===== config.mk =====
export PLATFORM = sky130hd
export DESIGN_NAME = cec_error_confinement
export DESIGN_NICKNAME = d
export VERILOG_FILES = /design/src/cec_pkg.sv /design/src/cec_error_confinement.sv
export SDC_FILE = /design/constraint.sdc
export NUM_CORES = 1
export LEC_CHECK = 0
export BUFFER_PORTS_ARGS = -buffer_cell sky130_fd_sc_hd__buf_2
export CAP_MARGIN = 20
export CORE_AREA = 5 5 90 92
export DETAILED_ROUTE_END_ITERATION = 6
export DIE_AREA = 0 0 95 97
export PLACE_DENSITY = 0.73
export SLEW_MARGIN = 20
export SYNTH_ARGS = -nofsm -noshare
export SYNTH_HDL_FRONTEND = slang
export SYNTH_SLANG_ARGS = --single-unit

===== constraint.sdc =====
create_clock -name clk -period 7.85 [get_ports clk]
set_input_delay 0.3925 -clock clk [delete_from_list [all_inputs] [get_ports clk]]
set_output_delay 0.3925 -clock clk [all_outputs]
set_load 0.01 [all_outputs]

===== src/cec_pkg.sv =====
package cec_pkg;
	// ---------------------------------------------
	// counter widths and thresholds
	// ---------------------------------------------
	localparam int CNT_W = 9;
	localparam logic [8:0] CNT_ZERO = 9'h000;
	localparam logic [8:0] PASSIVE_LIMIT = 9'h080;
	localparam logic [8:0] BUSOFF_LIMIT = 9'h100;
	localparam logic [8:0] RX_RELOAD = 9'h07F;
	localparam logic [8:0] INC_SMALL = 9'h001;
	localparam logic [8:0] INC_LARGE = 9'h008;
	localparam logic [8:0] DEC_ONE = 9'h001;
	// ---------------------------------------------
	// bit-count thresholds
	// ---------------------------------------------
	localparam logic [4:0] ACT_FLAG_DOM_FIRST = 5'h0E;
	localparam logic [4:0] DOM_GROUP = 5'h08;
	localparam logic [3:0] SUSPEND_BITS = 4'h8;
	localparam logic [3:0] IDLE_RUN_BITS = 4'hB;
	localparam logic [7:0] RECOVERY_RUNS = 8'h80;
	// ---------------------------------------------
	// fault state and flag kind
	// ---------------------------------------------
	typedef enum logic [1:0] {
		ST_ACTIVE = 2'b00,
		ST_PASSIVE = 2'b01,
		ST_BUSOFF = 2'b10
	} cec_state_t;
	typedef enum logic [1:0] {
		FLAG_NONE = 2'b00,
		FLAG_ACTIVE = 2'b01,
		FLAG_PASSIVE = 2'b10
	} cec_flag_t;
endpackage


===== src/cec_error_confinement.sv =====
`timescale 1ns/10ps
// Overview of operation
// - error active node signals detected errors with an active-error flag
// - error passive node uses only passive-error flags, never active ones
// - passive transmitter waits 8 extra recessive bits before next transmission
// - bus off node neither transmits nor receives until recovered
// - active both counts <=127; passive either >=128; bus off transmit >=256
// - error increments take effect at first bit of the error flag
// - all counter-change conditions in one operation are applied
// - receiver error adds 1, except bit error during own active/overload flag
// - receiver sees dominant first bit after its flag: add 8
// - transmitter sending an error flag adds 8, with exemptions
// - no transmit increment for passive ACK error or arbitration stuff error
// - transmitter bit error during active/overload flag adds 8
// - receiver bit error during active/overload flag adds 8
// - 14 dominant bits counted from active/overload flag start, then every 8: add 8
// - 8 dominant bits after passive flag, then every 8: add 8
// - successful transmission subtracts 1 from transmit count, floor zero
// - successful reception: decrement 1..127, keep zero, reload above 127
// - bus off clears both counters after 128 runs of 11 recessive bits
module cec_error_confinement (
	input wire logic clk,
	input wire logic rst,
	input wire logic bitTick,
	input wire logic rxBit,
	input wire logic isTransmitter,
	input wire logic errDetect,
	input wire logic bitErrInFlag,
	input wire logic ackErrNoDom,
	input wire logic stuffErrArb,
	input wire logic flagStart,
	input wire logic flagIsOverload,
	input wire logic flagDone,
	input wire logic txDone,
	input wire logic rxDone,
	input wire logic txRequest,
	output cec_pkg::cec_state_t faultState,
	output cec_pkg::cec_flag_t flagKind,
	output logic txAllowed,
	output logic rxAllowed,
	output logic [8:0] transmitFaultCount,
	output logic [8:0] receiveFaultCount
);
	// ---------------------------------------------
	// state decode
	// ---------------------------------------------
	logic [8:0] tec_r;
	logic [8:0] rec_r;
	cec_pkg::cec_state_t state;
	always_comb begin
		if (tec_r >= cec_pkg::BUSOFF_LIMIT)
			state = cec_pkg::ST_BUSOFF;
		else if (tec_r >= cec_pkg::PASSIVE_LIMIT || rec_r >= cec_pkg::PASSIVE_LIMIT)
			state = cec_pkg::ST_PASSIVE;
		else
			state = cec_pkg::ST_ACTIVE;
	end
	assign faultState = state;
	assign transmitFaultCount = tec_r;
	assign receiveFaultCount = rec_r;

	// ---------------------------------------------
	// flag selection
	// ---------------------------------------------
	logic suspendBusy;
	always_comb begin
		unique case (state)
			cec_pkg::ST_ACTIVE: flagKind = errDetect ? cec_pkg::FLAG_ACTIVE : cec_pkg::FLAG_NONE;
			cec_pkg::ST_PASSIVE: flagKind = errDetect ? cec_pkg::FLAG_PASSIVE : cec_pkg::FLAG_NONE;
			default: flagKind = cec_pkg::FLAG_NONE;
		endcase
	end
	assign txAllowed = (state != cec_pkg::ST_BUSOFF) && !suspendBusy && txRequest;
	assign rxAllowed = (state != cec_pkg::ST_BUSOFF);

	// ---------------------------------------------
	// flag tracking
	// ---------------------------------------------
	logic inFlag_r;
	logic flagActive_r;
	logic firstAfter_r;
	logic runOn_r;
	always_ff @(posedge clk or posedge rst) begin
		if (rst) begin
			inFlag_r <= 1'b0;
		end else if (flagStart) begin
			inFlag_r <= 1'b1;
		end else if (flagDone) begin
			inFlag_r <= 1'b0;
		end
	end

	// active and overload flags use the longer first run
	always_ff @(posedge clk or posedge rst) begin
		if (rst) begin
			flagActive_r <= 1'b0;
		end else if (flagStart) begin
			flagActive_r <= (state == cec_pkg::ST_ACTIVE) || flagIsOverload;
		end
	end

	// marks the first bus bit after the own flag
	always_ff @(posedge clk or posedge rst) begin
		if (rst) begin
			firstAfter_r <= 1'b0;
		end else if (flagStart) begin
			firstAfter_r <= 1'b0;
		end else if (flagDone) begin
			firstAfter_r <= 1'b1;
		end else if (bitTick) begin
			firstAfter_r <= 1'b0;
		end
	end

	// keeps run counting open past the flag end until a recessive bit
	always_ff @(posedge clk or posedge rst) begin
		if (rst) begin
			runOn_r <= 1'b0;
		end else if (flagStart) begin
			runOn_r <= 1'b0;
		end else if (flagDone) begin
			runOn_r <= 1'b1;
		end else if (bitTick && rxBit) begin
			runOn_r <= 1'b0;
		end
	end

	logic firstDom;
	assign firstDom = firstAfter_r && bitTick && !rxBit && !isTransmitter;

	// ---------------------------------------------
	// dominant runs
	// ---------------------------------------------
	// counted from the flag start; any recessive bit restarts the run
	// passive flags are recessive, so their run starts after the flag
	logic [4:0] domRun_r;
	logic domFirstHit_r;
	logic tracking;
	logic runHit;
	logic [4:0] runTarget;
	assign tracking = inFlag_r || runOn_r;
	assign runTarget = (flagActive_r && !domFirstHit_r) ? cec_pkg::ACT_FLAG_DOM_FIRST : cec_pkg::DOM_GROUP;
	assign runHit = bitTick && !rxBit && tracking && (domRun_r + 5'h01 == runTarget);
	always_ff @(posedge clk or posedge rst) begin
		if (rst) begin
			domRun_r <= 5'h00;
		end else if (flagStart) begin
			domRun_r <= 5'h00;
		end else if (bitTick) begin
			if (rxBit || runHit) begin
				domRun_r <= 5'h00;
			end else if (tracking) begin
				domRun_r <= domRun_r + 5'h01;
			end
		end
	end

	// after the first hit every further group is the short one
	always_ff @(posedge clk or posedge rst) begin
		if (rst) begin
			domFirstHit_r <= 1'b0;
		end else if (flagStart) begin
			domFirstHit_r <= 1'b0;
		end else if (runHit) begin
			domFirstHit_r <= 1'b1;
		end
	end

	// ---------------------------------------------
	// suspend transmission
	// ---------------------------------------------
	logic [3:0] suspCnt_r;
	always_ff @(posedge clk or posedge rst) begin
		if (rst) begin
			suspCnt_r <= 4'h0;
		end else if (txDone && state == cec_pkg::ST_PASSIVE) begin
			suspCnt_r <= cec_pkg::SUSPEND_BITS;
		end else if (bitTick && rxBit && suspCnt_r != 4'h0) begin
			suspCnt_r <= suspCnt_r - 4'h1;
		end
	end
	assign suspendBusy = suspCnt_r != 4'h0;

	// ---------------------------------------------
	// bus off recovery
	// ---------------------------------------------
	logic [3:0] recRun_r;
	logic [7:0] runCount_r;
	logic runEnd;
	logic recovered;
	assign runEnd = bitTick && rxBit && (recRun_r + 4'h1 == cec_pkg::IDLE_RUN_BITS);
	assign recovered = (state == cec_pkg::ST_BUSOFF) && runEnd && (runCount_r + 8'h01 == cec_pkg::RECOVERY_RUNS);
	// length of the current recessive run
	always_ff @(posedge clk or posedge rst) begin
		if (rst) begin
			recRun_r <= 4'h0;
		end else if (state != cec_pkg::ST_BUSOFF) begin
			recRun_r <= 4'h0;
		end else if (bitTick) begin
			if (!rxBit || runEnd) begin
				recRun_r <= 4'h0;
			end else begin
				recRun_r <= recRun_r + 4'h1;
			end
		end
	end

	// complete recessive runs seen while bus off
	always_ff @(posedge clk or posedge rst) begin
		if (rst) begin
			runCount_r <= 8'h00;
		end else if (state != cec_pkg::ST_BUSOFF) begin
			runCount_r <= 8'h00;
		end else if (runEnd) begin
			runCount_r <= runCount_r + 8'h01;
		end
	end

	// ---------------------------------------------
	// counter updates
	// ---------------------------------------------
	logic ackExempt;
	logic txFlagInc;
	logic rxErrInc;
	logic txBitInc;
	logic rxBitInc;
	logic txRunInc;
	logic rxRunInc;
	assign ackExempt = (state == cec_pkg::ST_PASSIVE) && ackErrNoDom;
	assign txFlagInc = flagStart && isTransmitter && !stuffErrArb && !ackExempt;
	assign rxErrInc = flagStart && !isTransmitter && errDetect && !bitErrInFlag;
	assign txBitInc = bitErrInFlag && isTransmitter;
	assign rxBitInc = bitErrInFlag && !isTransmitter;
	assign txRunInc = runHit && isTransmitter;
	assign rxRunInc = runHit && !isTransmitter;

	// every term that applies in a cycle is added
	logic [8:0] tecAdd;
	logic [8:0] recAdd;
	always_comb begin
		tecAdd = cec_pkg::CNT_ZERO;
		recAdd = cec_pkg::CNT_ZERO;
		if (txFlagInc)
			tecAdd = tecAdd + cec_pkg::INC_LARGE;
		if (txBitInc)
			tecAdd = tecAdd + cec_pkg::INC_LARGE;
		if (txRunInc)
			tecAdd = tecAdd + cec_pkg::INC_LARGE;
		if (rxErrInc)
			recAdd = recAdd + cec_pkg::INC_SMALL;
		if (rxBitInc)
			recAdd = recAdd + cec_pkg::INC_LARGE;
		if (firstDom)
			recAdd = recAdd + cec_pkg::INC_LARGE;
		if (rxRunInc)
			recAdd = recAdd + cec_pkg::INC_LARGE;
	end

	logic [8:0] tecNxt;
	logic [8:0] recNxt;
	always_comb begin
		tecNxt = tec_r + tecAdd;
		if (txDone && tecNxt != cec_pkg::CNT_ZERO)
			tecNxt = tecNxt - cec_pkg::DEC_ONE;
		if (tecNxt < tec_r)
			tecNxt = tec_r - ((txDone && tec_r != cec_pkg::CNT_ZERO) ? cec_pkg::DEC_ONE : cec_pkg::CNT_ZERO);
		recNxt = rec_r + recAdd;
		if (recNxt < rec_r)
			recNxt = 9'h1FF;
		if (rxDone) begin
			if (recNxt > cec_pkg::RX_RELOAD)
				recNxt = cec_pkg::RX_RELOAD;
			else if (recNxt != cec_pkg::CNT_ZERO)
				recNxt = recNxt - cec_pkg::DEC_ONE;
		end
	end

	// counters freeze in bus off; only recovery clears them
	always_ff @(posedge clk or posedge rst) begin
		if (rst) begin
			tec_r <= cec_pkg::CNT_ZERO;
		end else if (state == cec_pkg::ST_BUSOFF) begin
			if (recovered) begin
				tec_r <= cec_pkg::CNT_ZERO;
			end
		end else begin
			tec_r <= tecNxt;
		end
	end

	always_ff @(posedge clk or posedge rst) begin
		if (rst) begin
			rec_r <= cec_pkg::CNT_ZERO;
		end else if (state == cec_pkg::ST_BUSOFF) begin
			if (recovered) begin
				rec_r <= cec_pkg::CNT_ZERO;
			end
		end else begin
			rec_r <= recNxt;
		end
	end
endmodule


==> out/metrics.csv <==
stage;metric;value;unit
clock_tree;cts hold-fix bufs;0;
layout;area growth from synthesis to layout;10.5;%
routing;remaining antenna violation count after routing;0;
power;portion of total power attributed to sequential cells;0.465;
clock_tree;Inserted Clock Buffers;5;
yosys;library cell occupying the most area in the post-synthesis netlist;sky130_fd_sc_hd__dfrtp_1;
routing;DR vias;3482;
floorplanning;IO Count;39;
clock_tree;worst skew pair latency;0.29;ns
setup_path;startpoint of the worst setup timing path;transmitFaultCount[8]$_DFFE_PP0P_;
sta;clock tree skew after final layout;0.00343;ns
clock_tree;clock tree from TritonCTS;yes;
power;peak supply drop;0.0000722;V
grt;Most Used Layer, Global Route;met2;
sta;unrepaired setup endpoints after global routing;no;
setup_path;maximum net fanout on the critical path;23;
grt;Overflow after GRT;0;
grt;wire length of the first global-routing pass;15400;um
sta;Setup violations, final;0;
setup_path;Crit Path Class;reg2reg;
grt;maximum number of pins on one net before global-route repair;45;
status;result of the run;finished clean;
power;total chip power;0.554;mW
sta;maximum achievable frequency;0.153;GHz
yosys;cell types occupying the most area after synthesis;sky130_fd_sc_hd__dfrtp_1 29%, sky130_fd_sc_hd__ha_1 12%, sky130_fd_sc_hd__xnor2_1 4.2%, sky130_fd_sc_hd__a21oi_1 4.1%, sky130_fd_sc_hd__inv_1 3.7%;
flow_run;total of max-cap violations;0;
placement;count of input and output buffers;38;
sta;final hold violation count;0;
yosys;number of register bits inferred by synthesis;44;
floorplanning;effective utilization at floorplan;0.531;
power;Cell Pwr Density;132;mW/mm^2
power;sw power;0.147;mW
setup_path;reg-to-reg critical path startpoint;transmitFaultCount[8]$_DFFE_PP0P_;
yosys;Syn Std Cell Area;0.00379;mm^2
setup_path;Crit path required time;8.08;ns
sta;min cycle time layout;6.55;ns
placement;Placer Congestion;0.942;
clock_tree;PostCTS Resize Cnt;0;
sta;total negative slack for setup checks;0;ns
setup_path;WP data arrival;6.78;ns
routing;routed length per instance;15.8;um
layout;post-route standard cell area excluding fillers;0.00419;mm^2
worst_hold_path;classification of the worst-slack hold path;in2async;
yosys;mean cell area of the mapped netlist;8.33;um^2
routing;vias per cell;5.95;
sta;least setup slack across all paths after layout;1.30;ns
layout;ratio of cells with drive above 1 in the final layout;0.119;
yosys;count of flip-flops with a built-in enable after synthesis;0;
clock_tree;Clock H-tree levels;2;
sta;number of slew-limit violations in the final report;0;
yosys;post-synth cell types;65;
placement;post-place instance area;0.00404;mm^2
yosys;Synthesis Warnings;0;
clock_tree;Sink Count;44;
sta;worst hold margin;0.0424;ns
power;power share of the clock group;0.374;
clock_tree;setup bufs post-CTS;0;
layout;n_diodes;0;
setup_path;minimum setup slack among reg-to-reg paths;1.30;ns
yosys;ys flop type;sky130_fd_sc_hd__dfrtp_1;
power;reported leakage power;1.92;nW
setup_path;reg2reg path depth;21;
floorplanning;row count;31;
clock_tree;CTS clk-pin slew, worst paths;0.09;ns
floorplanning;floorplan die height;97;um
grt;vias in the first global route;3308;
yosys;async set or reset register ratio after synthesis;1.00;
yosys;Syn Inst Count;455;
grt;grt met2 use;0.336;
sta;relative slew slack;0.475;
grt;GR met3 Demand/Resource;0.0295;
layout;filler cell count in the final layout;672;
routing;DRC Markers;0;
floorplanning;overall die area;0.00922;mm^2
clock_tree;CTS max path bufs;2;
sta;Worst Max-Slew Pin Slew;0.787;ns
placement;hpwl dp;6960;um
routing;DRC marker count from the first detailed-route iteration;189;
floorplanning;width of the chip;95;um
yosys;most frequent cell after synthesis;sky130_fd_sc_hd__dfrtp_1;
setup_path;sort of element at the end of the critical path;flip-flop;
power;switch share;0.266;
sta;final critical-path share of the clock period;0.834;
power;combinational share of power;0.161;
clock_tree;cell at the root of the clock tree;sky130_fd_sc_hd__clkbuf_8;
grt;initial antenna violation count;0;
grt;fraction of met1 tracks used by global routing;0.277;
setup_path;capture point of the worst path;transmitFaultCount[5]$_DFFE_PP0P_;
yosys;register area share after synthesis;0.291;
yosys;share of Yosys cell area claimed by the top area cell type;0.291;
routing;post-detailed-routing wire length;9270;um
yosys;Post-Synthesis Net Count;508;
placement;worst slack at placement;1.40;ns
floorplanning;floorplan core area;0.00714;mm^2
yosys;most common library cells after synthesis;44 x sky130_fd_sc_hd__dfrtp_1, 37 x sky130_fd_sc_hd__ha_1, 37 x sky130_fd_sc_hd__inv_1, 37 x sky130_fd_sc_hd__nand2_1, 34 x sky130_fd_sc_hd__nor2_1;
routing;router iterations before antenna repair;5;
setup_path;startpoint class of the critical path;flip-flop;
grt;Tot GR Track Use;0.203;
power;internal power summed over all cells;0.406;mW
setup_path;endpoint of the worst-slack reg-to-reg timing path;transmitFaultCount[5]$_DFFE_PP0P_;
layout;net count of the finished layout;539;
[layout make-up]
class	count	area (um^2)	area share
Clock inverter	2	60.1	0.0143
Clock buffer	5	68.8	0.0164
Multi-Input combinational cell	358	2480	0.592
Timing Repair Buffer	40	218	0.0520
Tap cell	99	124	0.0296
Sequential cell	44	1100	0.263
Inverter	37	139	0.0332
[worst max-delay path, stage by stage, from the launching register on]
cell                       delay (ns)
sky130_fd_sc_hd__dfrtp_1         0.68
sky130_fd_sc_hd__nor4_1          0.67
sky130_fd_sc_hd__nor2_1          0.28
sky130_fd_sc_hd__a211oi_1        0.51
sky130_fd_sc_hd__ha_1            0.33
sky130_fd_sc_hd__xor2_1          0.17
sky130_fd_sc_hd__ha_1            0.21
sky130_fd_sc_hd__fa_1            0.40
sky130_fd_sc_hd__a21o_1          0.20
sky130_fd_sc_hd__nand2_1         0.11
sky130_fd_sc_hd__xnor2_1         0.11
sky130_fd_sc_hd__a2111o_1        0.48
sky130_fd_sc_hd__and2_1          0.21
sky130_fd_sc_hd__a21oi_1         0.19
sky130_fd_sc_hd__ha_1            0.25
sky130_fd_sc_hd__nor2b_1         0.14
sky130_fd_sc_hd__o21a_1          0.16
sky130_fd_sc_hd__o211ai_1        0.21
sky130_fd_sc_hd__a211oi_1        0.13
sky130_fd_sc_hd__nor3_1          0.64
sky130_fd_sc_hd__and2_1          0.26
sky130_fd_sc_hd__a221o_1         0.14
[stage by stage]
step | std cells | utilization
finish | 585 | 0.587
global route | 585 | 0.587
CTS | 584 | 0.584
detailed placement | 577 | 0.566
global placement | 577 | 0.566
floorplan | 455 | -
[cell usage in the layout (no fill, tap or decap), types with 6 or more instances in the layout]
cell type / n
sky130_fd_sc_hd__a21o_1: 7
sky130_fd_sc_hd__and2_1: 8
sky130_fd_sc_hd__o21ai_0: 24
sky130_fd_sc_hd__nor2b_1: 7
sky130_fd_sc_hd__xor2_1: 12
sky130_fd_sc_hd__nand2_1: 37
sky130_fd_sc_hd__nor4_1: 8
sky130_fd_sc_hd__ha_1: 37
sky130_fd_sc_hd__a21oi_1: 31
sky130_fd_sc_hd__o211ai_1: 6
sky130_fd_sc_hd__dfrtp_1: 44
sky130_fd_sc_hd__nand2b_1: 10
sky130_fd_sc_hd__xnor2_1: 18
sky130_fd_sc_hd__nor2_1: 34
sky130_fd_sc_hd__buf_2: 38
sky130_fd_sc_hd__and3_1: 7
sky130_fd_sc_hd__inv_1: 36
sky130_fd_sc_hd__nor3_1: 16
sky130_fd_sc_hd__nand3_1: 17
[routing by layer]
metal	part of all wire	wire length (um)
met5	0	0
met4	0.0037	34
met3	0.059	548
met2	0.48	4490
met1	0.45	4200
[logic make-up (layout without fill, tap and decap cells)]
logic type | count (synthesis) | in the layout | synth area share
mux | 3 | 3 | 0.00825
simple gates | 167 | 167 | 0.229
compound gates | 120 | 120 | 0.219
xor+xnor | 30 | 30 | 0.0693
fa+ha+maj | 38 | 38 | 0.127
buf+inv | 53 | 84 | 0.0558
flops | 44 | 44 | 0.291
[how the worst min path moves through the flow]
stage | from | to | slack, ns | cells after the start
floorplan | inFlag_r$_DFFE_PP0P_ | inFlag_r$_DFFE_PP0P_ | 0.46 | 1
CTS | flagDone | runOn_r$_DFFE_PP0P_ | 0.33 | 3
global route | rst | recRun_r[3]$_DFFE_PP0P_ | 0.06 | 2
global placement | inFlag_r$_DFFE_PP0P_ | inFlag_r$_DFFE_PP0P_ | 0.49 | 1
detailed placement | inFlag_r$_DFFE_PP0P_ | inFlag_r$_DFFE_PP0P_ | 0.49 | 1
finish | rst | runCount_r[5]$_DFFE_PP0P_ | 0.04 | 2
[state kept, by name, indices dropped and copies added (netlist names)]
register,flops
flagActive_r,1
domFirstHit_r,1
inFlag_r,1
runOn_r,1
suspCnt_r,4
domRun_r,5
transmitFaultCount,9
runCount_r,8
recRun_r,4
receiveFaultCount,9
firstAfter_r,1
[power by group through the flow]
stage | clock, mW | sequential, mW | combinational [mW]
2_1_floorplan | 0 | 0.258 | 0.0681
3_3_place_gp | 0 | 0.261 | 0.0845
3_5_place_dp | 0 | 0.262 | 0.0881
4_1_cts | 0.212 | 0.258 | 0.0885
5_1_grt | 0.221 | 0.259 | 0.101
6_report | 0.207 | 0.258 | 0.0890
No activity file was read; power rests on OpenSTA's default activity.
